### src/logic/hbd_map.svh
// Constants of the H-bridge drive control block
// Contract
// - Drive high, no short: rotation sets direction
// - Short, drive, rotation high: both high-side on
// - Short, drive, rotation low: both low-side on
// - Controller holds drive high while braking
// - Short with drive low: all switches off
// - Anti-phase: pulse on rotation, drive held high
// - Anti-phase: half duty means zero drive
// - Sign/magnitude: sign on rotation, pulse on drive
// - Sign/magnitude: zero drive is drive held low
// - Input edges at least one microsecond apart
// - At least 500 ns between transitions
// - Warning pulls low at warning temperature
// - Switches off only at shutdown temperature
// - Warning output only pulls low
// - Controller treats warning as interrupt
// - Over-current cuts switches at once
// - Periodic retry after over-current shutdown
// - Free-running 300 kHz charge-pump oscillator
// - No bootstrap: switch at most 1 kHz
// - With bootstrap: switch up to 500 kHz
// - Every input pulse at least one microsecond
`ifndef HBD_MAP_SVH
`define HBD_MAP_SVH
`define HBD_CLK_MHZ        200
`define HBD_SYNC_RST       6'h02
`define HBD_EDGE_GAP_NS    1000
`define HBD_EDGE_GAP_CYC   ((`HBD_EDGE_GAP_NS * `HBD_CLK_MHZ + 999) / 1000)
`define HBD_PUMP_KHZ       300
`define HBD_PUMP_HALF_CYC  ((`HBD_CLK_MHZ * 1000) / (2 * `HBD_PUMP_KHZ))
`define HBD_RETRY_US       100
`define HBD_RETRY_CYC      (`HBD_RETRY_US * `HBD_CLK_MHZ)
`define HBD_DUTY_BITS      8
`define HBD_DUTY_HALF      8'h80
`define HBD_PERIOD_CYC     200000
`endif

### src/logic/hbd_pkg.sv
// Types shared by both ends of the H-bridge drive link
package hbd_pkg;
  typedef enum logic [1:0] {
    HBD_MODE_OFF  = 2'b00,
    HBD_MODE_ANTI = 2'b01,
    HBD_MODE_SIGN = 2'b10,
    HBD_MODE_BRK  = 2'b11
  } hbd_mode_t;
  typedef enum logic [1:0] {
    HBD_RUN   = 2'b00,
    HBD_TRIP  = 2'b01,
    HBD_RETRY = 2'b10
  } hbd_oc_t;
endpackage : hbd_pkg

### src/logic/hbd_if.sv
// Pin-level link between motion controller and bridge logic
`timescale 1ns/1ps
interface hbd_if;
  logic rot_sel;
  logic short_req;
  logic drive;
  logic warn_o;
  logic warn_oe;
  logic warn_n;
  // Open-drain wire with external pull-up
  assign warn_n = warn_oe ? warn_o : 1'b1;
  modport dev  (input rot_sel, input short_req, input drive,
                output warn_o, output warn_oe);
  modport ctrl (output rot_sel, output short_req, output drive,
                input warn_n);
endinterface : hbd_if

### src/logic/hbd_bridge.sv
// Bridge end: input decode, thermal, over-current and charge pump
`timescale 1ns/1ps
`include "hbd_map.svh"
module hbd_bridge
  import hbd_pkg::*;
(
  input  wire logic clk_sys,
  input  wire logic rst,
  input  wire logic clk_en,
  hbd_if.dev        pins,
  input  wire logic temp_warn,
  input  wire logic temp_shut,
  input  wire logic over_cur,
  output logic      hs_a_ff,
  output logic      hs_b_ff,
  output logic      ls_a_ff,
  output logic      ls_b_ff,
  output logic      pump_ff,
  output logic      oc_trip
);
  // Synchroniser reset matches the controller's idle pins: all off
  localparam logic [5:0] sync_rst = `HBD_SYNC_RST;

  logic [5:0]  raw_in;
  logic [5:0]  s1_ff;
  logic [5:0]  s2_ff;
  logic        rot_s;
  logic        brk_s;
  logic        drv_s;
  logic        warn_s;
  logic        shut_s;
  logic        oc_s;
  logic [3:0]  nxt_sw;
  logic [3:0]  sw_ff;
  logic        cut;
  logic        warn_ff;
  hbd_oc_t     oc_ff;
  hbd_oc_t     nxt_oc;
  logic [15:0] oc_cnt_ff;
  logic [9:0]  pump_cnt_ff;
  logic        pump_wrap;

  ////////////////////////////////////////////////////////////////////////
  // Two-stage synchronisers, pins and sensors alike
  assign raw_in = {over_cur, temp_shut, temp_warn,
                   pins.drive, pins.short_req, pins.rot_sel};

  // Only the second stage is read, so no logic sees a metastable bit
  for (genvar i = 0; i < 6; i++) begin : g_sync
    always_ff @(posedge clk_sys or posedge rst) begin
      if (rst) begin
        s1_ff[i] <= sync_rst[i];
        s2_ff[i] <= sync_rst[i];
      end else if (clk_en) begin
        s1_ff[i] <= raw_in[i];
        s2_ff[i] <= s1_ff[i];
      end
    end
  end

  // Named taps of the second stage
  assign rot_s  = s2_ff[0];
  assign brk_s  = s2_ff[1];
  assign drv_s  = s2_ff[2];
  assign warn_s = s2_ff[3];
  assign shut_s = s2_ff[4];
  assign oc_s   = s2_ff[5];

  ////////////////////////////////////////////////////////////////////////
  // Truth-table decode; bits 3 to 0 are hs_a, hs_b, ls_a, ls_b
  always_comb begin
    nxt_sw = 4'h0;
    case ({drv_s, brk_s})
      2'b10: begin
        // Run: rotation picks which diagonal conducts
        nxt_sw[3] = rot_s;
        nxt_sw[0] = rot_s;
        nxt_sw[1] = !rot_s;
        nxt_sw[2] = !rot_s;
      end
      2'b11: begin
        // Brake: rotation picks the rail that shorts the motor
        nxt_sw[3] = rot_s;
        nxt_sw[2] = rot_s;
        nxt_sw[1] = !rot_s;
        nxt_sw[0] = !rot_s;
      end
      2'b00: begin
        // Drive low recirculates through the supply side
        nxt_sw[3] = 1'b1;
        nxt_sw[2] = 1'b1;
      end
      default: begin
        nxt_sw = 4'h0;
      end
    endcase
  end

  ////////////////////////////////////////////////////////////////////////
  // Switch stage: warning does not cut; only shutdown or a trip does
  assign cut     = shut_s || (oc_ff != HBD_RUN);
  assign oc_trip = (oc_ff != HBD_RUN);

  // Registered so decode glitches never reach a switch
  for (genvar k = 0; k < 4; k++) begin : g_switch
    always_ff @(posedge clk_sys or posedge rst) begin
      if (rst) begin
        sw_ff[k] <= 1'b0;
      end else if (clk_en) begin
        sw_ff[k] <= nxt_sw[k] && !cut;
      end
    end
  end

  assign hs_a_ff = sw_ff[3];
  assign hs_b_ff = sw_ff[2];
  assign ls_a_ff = sw_ff[1];
  assign ls_b_ff = sw_ff[0];

  ////////////////////////////////////////////////////////////////////////
  // Thermal warning, open drain
  always_ff @(posedge clk_sys or posedge rst) begin
    if (rst) begin
      warn_ff <= 1'b0;
    end else if (clk_en) begin
      warn_ff <= warn_s;
    end
  end
  assign pins.warn_o  = 1'b0;
  assign pins.warn_oe = warn_ff;

  ////////////////////////////////////////////////////////////////////////
  // Over-current trip with timed retry
  always_comb begin
    nxt_oc = oc_ff;
    case (oc_ff)
      HBD_RUN: begin
        // Decision taken on the synchronised sensor: fastest safe path
        if (oc_s) begin
          nxt_oc = HBD_TRIP;
        end
      end
      HBD_TRIP: begin
        if (oc_cnt_ff == 16'(`HBD_RETRY_CYC - 1)) begin
          nxt_oc = HBD_RETRY;
        end
      end
      HBD_RETRY: begin
        // One try; a fault still present trips again next cycle
        nxt_oc = HBD_RUN;
      end
      default: begin
        nxt_oc = HBD_TRIP;
      end
    endcase
  end

  // State register; next state comes from the process above
  always_ff @(posedge clk_sys or posedge rst) begin
    if (rst) begin
      oc_ff <= HBD_RUN;
    end else if (clk_en) begin
      oc_ff <= nxt_oc;
    end
  end

  // Counting from zero each trip keeps every off time equal
  always_ff @(posedge clk_sys or posedge rst) begin
    if (rst) begin
      oc_cnt_ff <= 16'h0000;
    end else if (clk_en) begin
      if (oc_ff != HBD_TRIP) begin
        oc_cnt_ff <= 16'h0000;
      end else begin
        oc_cnt_ff <= oc_cnt_ff + 16'h0001;
      end
    end
  end

  ////////////////////////////////////////////////////////////////////////
  // Charge-pump oscillator, free running; frozen only by the enable
  // Half period rounds down, so the rate sits just above target
  assign pump_wrap = (pump_cnt_ff == 10'(`HBD_PUMP_HALF_CYC - 1));

  always_ff @(posedge clk_sys or posedge rst) begin
    if (rst) begin
      pump_cnt_ff <= 10'h000;
    end else if (clk_en) begin
      if (pump_wrap) begin
        pump_cnt_ff <= 10'h000;
      end else begin
        pump_cnt_ff <= pump_cnt_ff + 10'h001;
      end
    end
  end

  // Level flips at each wrap: one full cycle per two wraps
  always_ff @(posedge clk_sys or posedge rst) begin
    if (rst) begin
      pump_ff <= 1'b0;
    end else if (clk_en) begin
      if (pump_wrap) begin
        pump_ff <= !pump_ff;
      end
    end
  end
endmodule : hbd_bridge

### src/flat_wrapper.sv
// flat-port wrapper written by rule: the top's interface ports become plain ports
module hbd_bridge_flat import hbd_pkg::*;
  (clk_sys, rst, clk_en, temp_warn, temp_shut, over_cur, hs_a_ff, hs_b_ff, ls_a_ff, ls_b_ff, pump_ff, oc_trip, pins_rot_sel, pins_short_req, pins_drive, pins_warn_o, pins_warn_oe);
  hbd_if pins_i ();
  input  wire logic clk_sys;
  input  wire logic rst;
  input  wire logic clk_en;
  input  wire logic temp_warn;
  input  wire logic temp_shut;
  input  wire logic over_cur;
  output logic hs_a_ff;
  output logic hs_b_ff;
  output logic ls_a_ff;
  output logic ls_b_ff;
  output logic pump_ff;
  output logic oc_trip;
  input wire logic [$bits(pins_i.rot_sel)-1:0] pins_rot_sel;
  input wire logic [$bits(pins_i.short_req)-1:0] pins_short_req;
  input wire logic [$bits(pins_i.drive)-1:0] pins_drive;
  output wire logic [$bits(pins_i.warn_o)-1:0] pins_warn_o;
  output wire logic [$bits(pins_i.warn_oe)-1:0] pins_warn_oe;
  assign pins_i.rot_sel = pins_rot_sel;
  assign pins_i.short_req = pins_short_req;
  assign pins_i.drive = pins_drive;
  assign pins_warn_o = pins_i.warn_o;
  assign pins_warn_oe = pins_i.warn_oe;
  hbd_bridge u_core (.clk_sys(clk_sys), .rst(rst), .clk_en(clk_en), .pins(pins_i), .temp_warn(temp_warn), .temp_shut(temp_shut), .over_cur(over_cur), .hs_a_ff(hs_a_ff), .hs_b_ff(hs_b_ff), .ls_a_ff(ls_a_ff), .ls_b_ff(ls_b_ff), .pump_ff(pump_ff), .oc_trip(oc_trip));
endmodule
### config.mk
export PLATFORM = sky130hd
export DESIGN_NAME = hbd_bridge_flat
export DESIGN_NICKNAME = d
export VERILOG_FILES = /design/src/logic/hbd_pkg.sv /design/src/logic/hbd_if.sv /design/src/logic/hbd_bridge.sv /design/src/flat_wrapper.sv
export VERILOG_INCLUDE_DIRS = /design/src /design/src/logic
export SDC_FILE = /design/constraint.sdc
export NUM_CORES = 1
export LEC_CHECK = 0
export BUFFER_PORTS_ARGS = -buffer_cell sky130_fd_sc_hd__buf_2
export CAP_MARGIN = 20
export CORE_MARGIN = 2
export CORE_UTILIZATION = 40
export CTS_BUF_LIST = sky130_fd_sc_hd__clkbuf_4
export DETAILED_ROUTE_END_ITERATION = 7
export GPL_ROUTABILITY_DRIVEN = 0
export GPL_TIMING_DRIVEN = 0
export PLACE_DENSITY = 0.68
export SYNTH_ARGS = -nofsm -noshare
export SYNTH_HDL_FRONTEND = slang
export SYNTH_SLANG_ARGS = --single-unit
### constraint.sdc
create_clock -name clk_sys -period 4.1 [get_ports clk_sys]
set_input_delay 0.82 -clock clk_sys [delete_from_list [all_inputs] [get_ports clk_sys]]
set_output_delay 0.82 -clock clk_sys [all_outputs]
set_load 0.05 [all_outputs]
==> key figures <==
Status
  – Status: finished clean

STA
  – Min Hold Slack: about 400 ps
  – Max-slew violation count: 0
  – Final setup fails: 0
  – Period minus WS final: about 2200 ps
  – FMAX: around 460 MHz
  – Worst Skew: around 11 ps
  – Tcrit/Tclk final: 0.528
  – Setup total negative slack: 0 ps
  – Hold Fails Final Rpt: 0
  – Slew HR: 0.645
  – Setup ws final: about 1900 ps
  – RSZ-0062 raised after global routing: no
  – Worst-Margin Slew: about 530 ps

Clock tree
  – Cts bufs inserted: 5
  – # clock sinks: 46
  – Post-CTS setup buffers: 0
  – CTS tree: done
  – Post-CTS Resized: 0
  – CTS hold repair buffers: 0
  – Clk_lat worst skew: about 360 ps
  – CTS root buf: clkbuf_4
  – H-tree depth: 2
  – Clk buf depth: 2
  – CTS clk-pin slew, worst paths: between 100 and 150 ps

Global routing
  – Overall Global Routing Usage: 0.141
  – Vias in the first global route: roughly 1,400
  – Largest net degree at the start of global routing: 31
  – First-pass GRT wire length: about 6.7 mm
  – Overflow after GRT: 0
  – Initial antenna violation count: 0

Detailed routing
  – Total Wirelength: approximately 3.7 mm
  – First DRT Iteration DRCs: 99
  – Final ANT Viol Nets: 0
  – Number of detailed-route iterations in the first pass: 4
  – DRC Markers: 0
  – Via-per-instance ratio: 4.98
  – Vias: between 1,000 and 1,500
  – WL/cell: ~12 um

Floorplanning
  – Die ar.: 6040 sq um
  – Io pins: 17
  – Initial Util: 0.420
  – Total core area: roughly 5200 sq um
  – Row count: 26
  – Die width: roughly 80 um
  – Die height: slightly below 80 um

Power and ir drop
  – LEAKAGE: 1.10 nW
  – Total power: 1.18 mW
  – Pwr/cell area: 486 nW/um^2
  – VDD IR-drop max: roughly 0.31 mV

Cells and area
  – Most frequent cells in the layout: dfrtp_1 (44), buf_2 (16), nand2_1 (16), nor2_1 (15)
  – Nets: about 240
  – Most common cell after layout, fill and taps aside: dfrtp_1
  – Final cell count without fillers: between 200 and 300
  – Layout cell share with drive strength beyond 1: 0.212
  – Antenna cell count: 0
  – Area delta synth->final: 11.7%

Logic synthesis
  – Netlist Area Pre-Place: roughly 2200 sq um
  – Syn_nets: 217
  – Post-Syn Area per Cell: approximately 11 sq um
  – Sequential share of the synthesized area: 0.531
  – Synth Register Bits: between 40 and 50
  – Yosys cell types: 38
  – Yosys warnings: 0
  – Gate Count Post-Synth: approximately 200

Setup path
  – Crit path cell chain: inv_1, ha_1, inv_1, buf_2
  – Worst stage delay on the critical path: ~370 ps
  – Crit-path slowest cell: dfrtp_1
  – Crit path kind: flip-flop to output pin
  – Startpoint types: flip-flop
  – Family with the most delay on the worst path: buffers and inverters
  – WP data arrival: approximately 1400 ps
  – Worst Path Max Fanout: 3
  – WP data required: roughly 3300 ps
  – Buf/Inv on CP: 3
  – Crit end category: output pin
  – Top cell by count, worst path: inv_1

Hold path
  – Hold WC Path Type: primary input to async pin

Placement
  – Final HPWL from detailed placement: between 2 and 3 mm
  – Pre-CTS WS: ~1800 ps
  – Placed cells: ~290
  – PortBufs: 14

Run
  – Max-cap viol count: 0
==> cell type report <==
class / count / area [sq um]
flip-flops and latches: 46 / 1150
clock buffers: 5 / 37.5
clock inverters: 3 / 40.0
plain buffers: 8 / 36.3
inverters: 14 / 52.6
fillers: 466 / 2740
multi-input cells: 135 / 931
repair buffers: 15 / 90.1
well taps: 70 / 87.6
==> Yosys cell counts <==
library cell  instances  share of area
nor3_1                5          0.012
or4_1                 2         0.0069
nand3b_1              1         0.0035
nor4_1                3         0.0086
dfrtp_1              44           0.51
or4_4                 1         0.0052
a31o_2                1         0.0040
nor4_4                1         0.0098
or4bb_1               1         0.0052
nand2b_1              1         0.0029
xor2_1                8          0.032
o22ai_1               4          0.012
xnor2_1              10          0.040
ha_1                  5          0.029
and3_1                3         0.0086
inv_1                14          0.024
nor2b_1               1         0.0029
or3_1                 3         0.0086
dfstp_2               2          0.024
conb_1                1         0.0017
or3_2                 1         0.0035
a21o_1                2         0.0069
mux2_2               13          0.067
nor2_1               15          0.026
mux2i_1               3          0.014
clkbuf_1              5         0.0086
o21ai_0               9          0.021
buf_2                 2         0.0046
or4b_2                1         0.0046
nand2_1              16          0.028
buf_4                 1         0.0035
a21oi_1               5          0.012
a21oi_2               1         0.0040
nand4b_1              2         0.0081
and4_1                1         0.0040
nand3_1              11          0.025
nand4_1               2         0.0058
o21a_1                2         0.0069
==> where the power goes <==
| part | switching (mW) | total, mW | internal, mW |
|---|---|---|---|
| combinational | 0.184 | 0.300 | 0.116 |
| sequential | 0.0765 | 0.606 | 0.529 |
| clock | 0.148 | 0.274 | 0.126 |
==> path summary, 6_finish.rpt <==
kind / cells after the start / end / slack, ps / start
setup / recovery: 4 / oc_trip / 1930 / u_core.oc_ff[0]
hold / removal: 2 / u_core.oc_cnt_ff[11] / 410 / rst
setup reg to reg: 4 / u_core.oc_ff[0] / 2120 / u_core.oc_cnt_ff[6]
hold reg to reg: 1 / u_core.pump_cnt_ff[9] / 480 / u_core.pump_cnt_ff[9]
max in group asynchronous: 3 / u_core.brk_s / 3120 / rst
min in group clk_sys: 1 / u_core.pump_cnt_ff[9] / 480 / u_core.pump_cnt_ff[9]
==> logic make-up (layout without fill, tap and decap cells) <==
logic type / Yosys count / in the layout / share of synthesized area
other: 1 / 1 / 0.00173
DFF: 46 / 46 / 0.531
and+or+nand+nor: 71 / 71 / 0.178
adders and majority gates: 5 / 5 / 0.0288
AOI/OAI and AO/OA: 24 / 24 / 0.0656
buffers and inverters: 22 / 45 / 0.0409
muxes: 16 / 16 / 0.0812
xor gates and xnor gates: 18 / 18 / 0.0725
==> stage by stage <==
stage	util	instance area, sq um
after floorplan	-	2170
after global placement	0.451	2330
after detailed placement	0.455	2350
after CTS	0.470	2430
after global routing	0.470	2430
final	0.470	2430
==> routing by layer <==
layer | global-route usage | part of all wire
met1 | 0.193 | 0.52
met2 | 0.207 | 0.42
met3 | 0.0430 | 0.041
met4 | 0.0625 | 0.020
met5 | 0 | 0
==> sequential cells by signal (all words and copies together) (netlist names), 2 cells and up <==
register / cells
u_core.oc_ff: 2
u_core.pump_cnt_ff: 10
u_core.s1_ff: 6
u_core.oc_cnt_ff: 16
(Power assumes the default switching activity.)
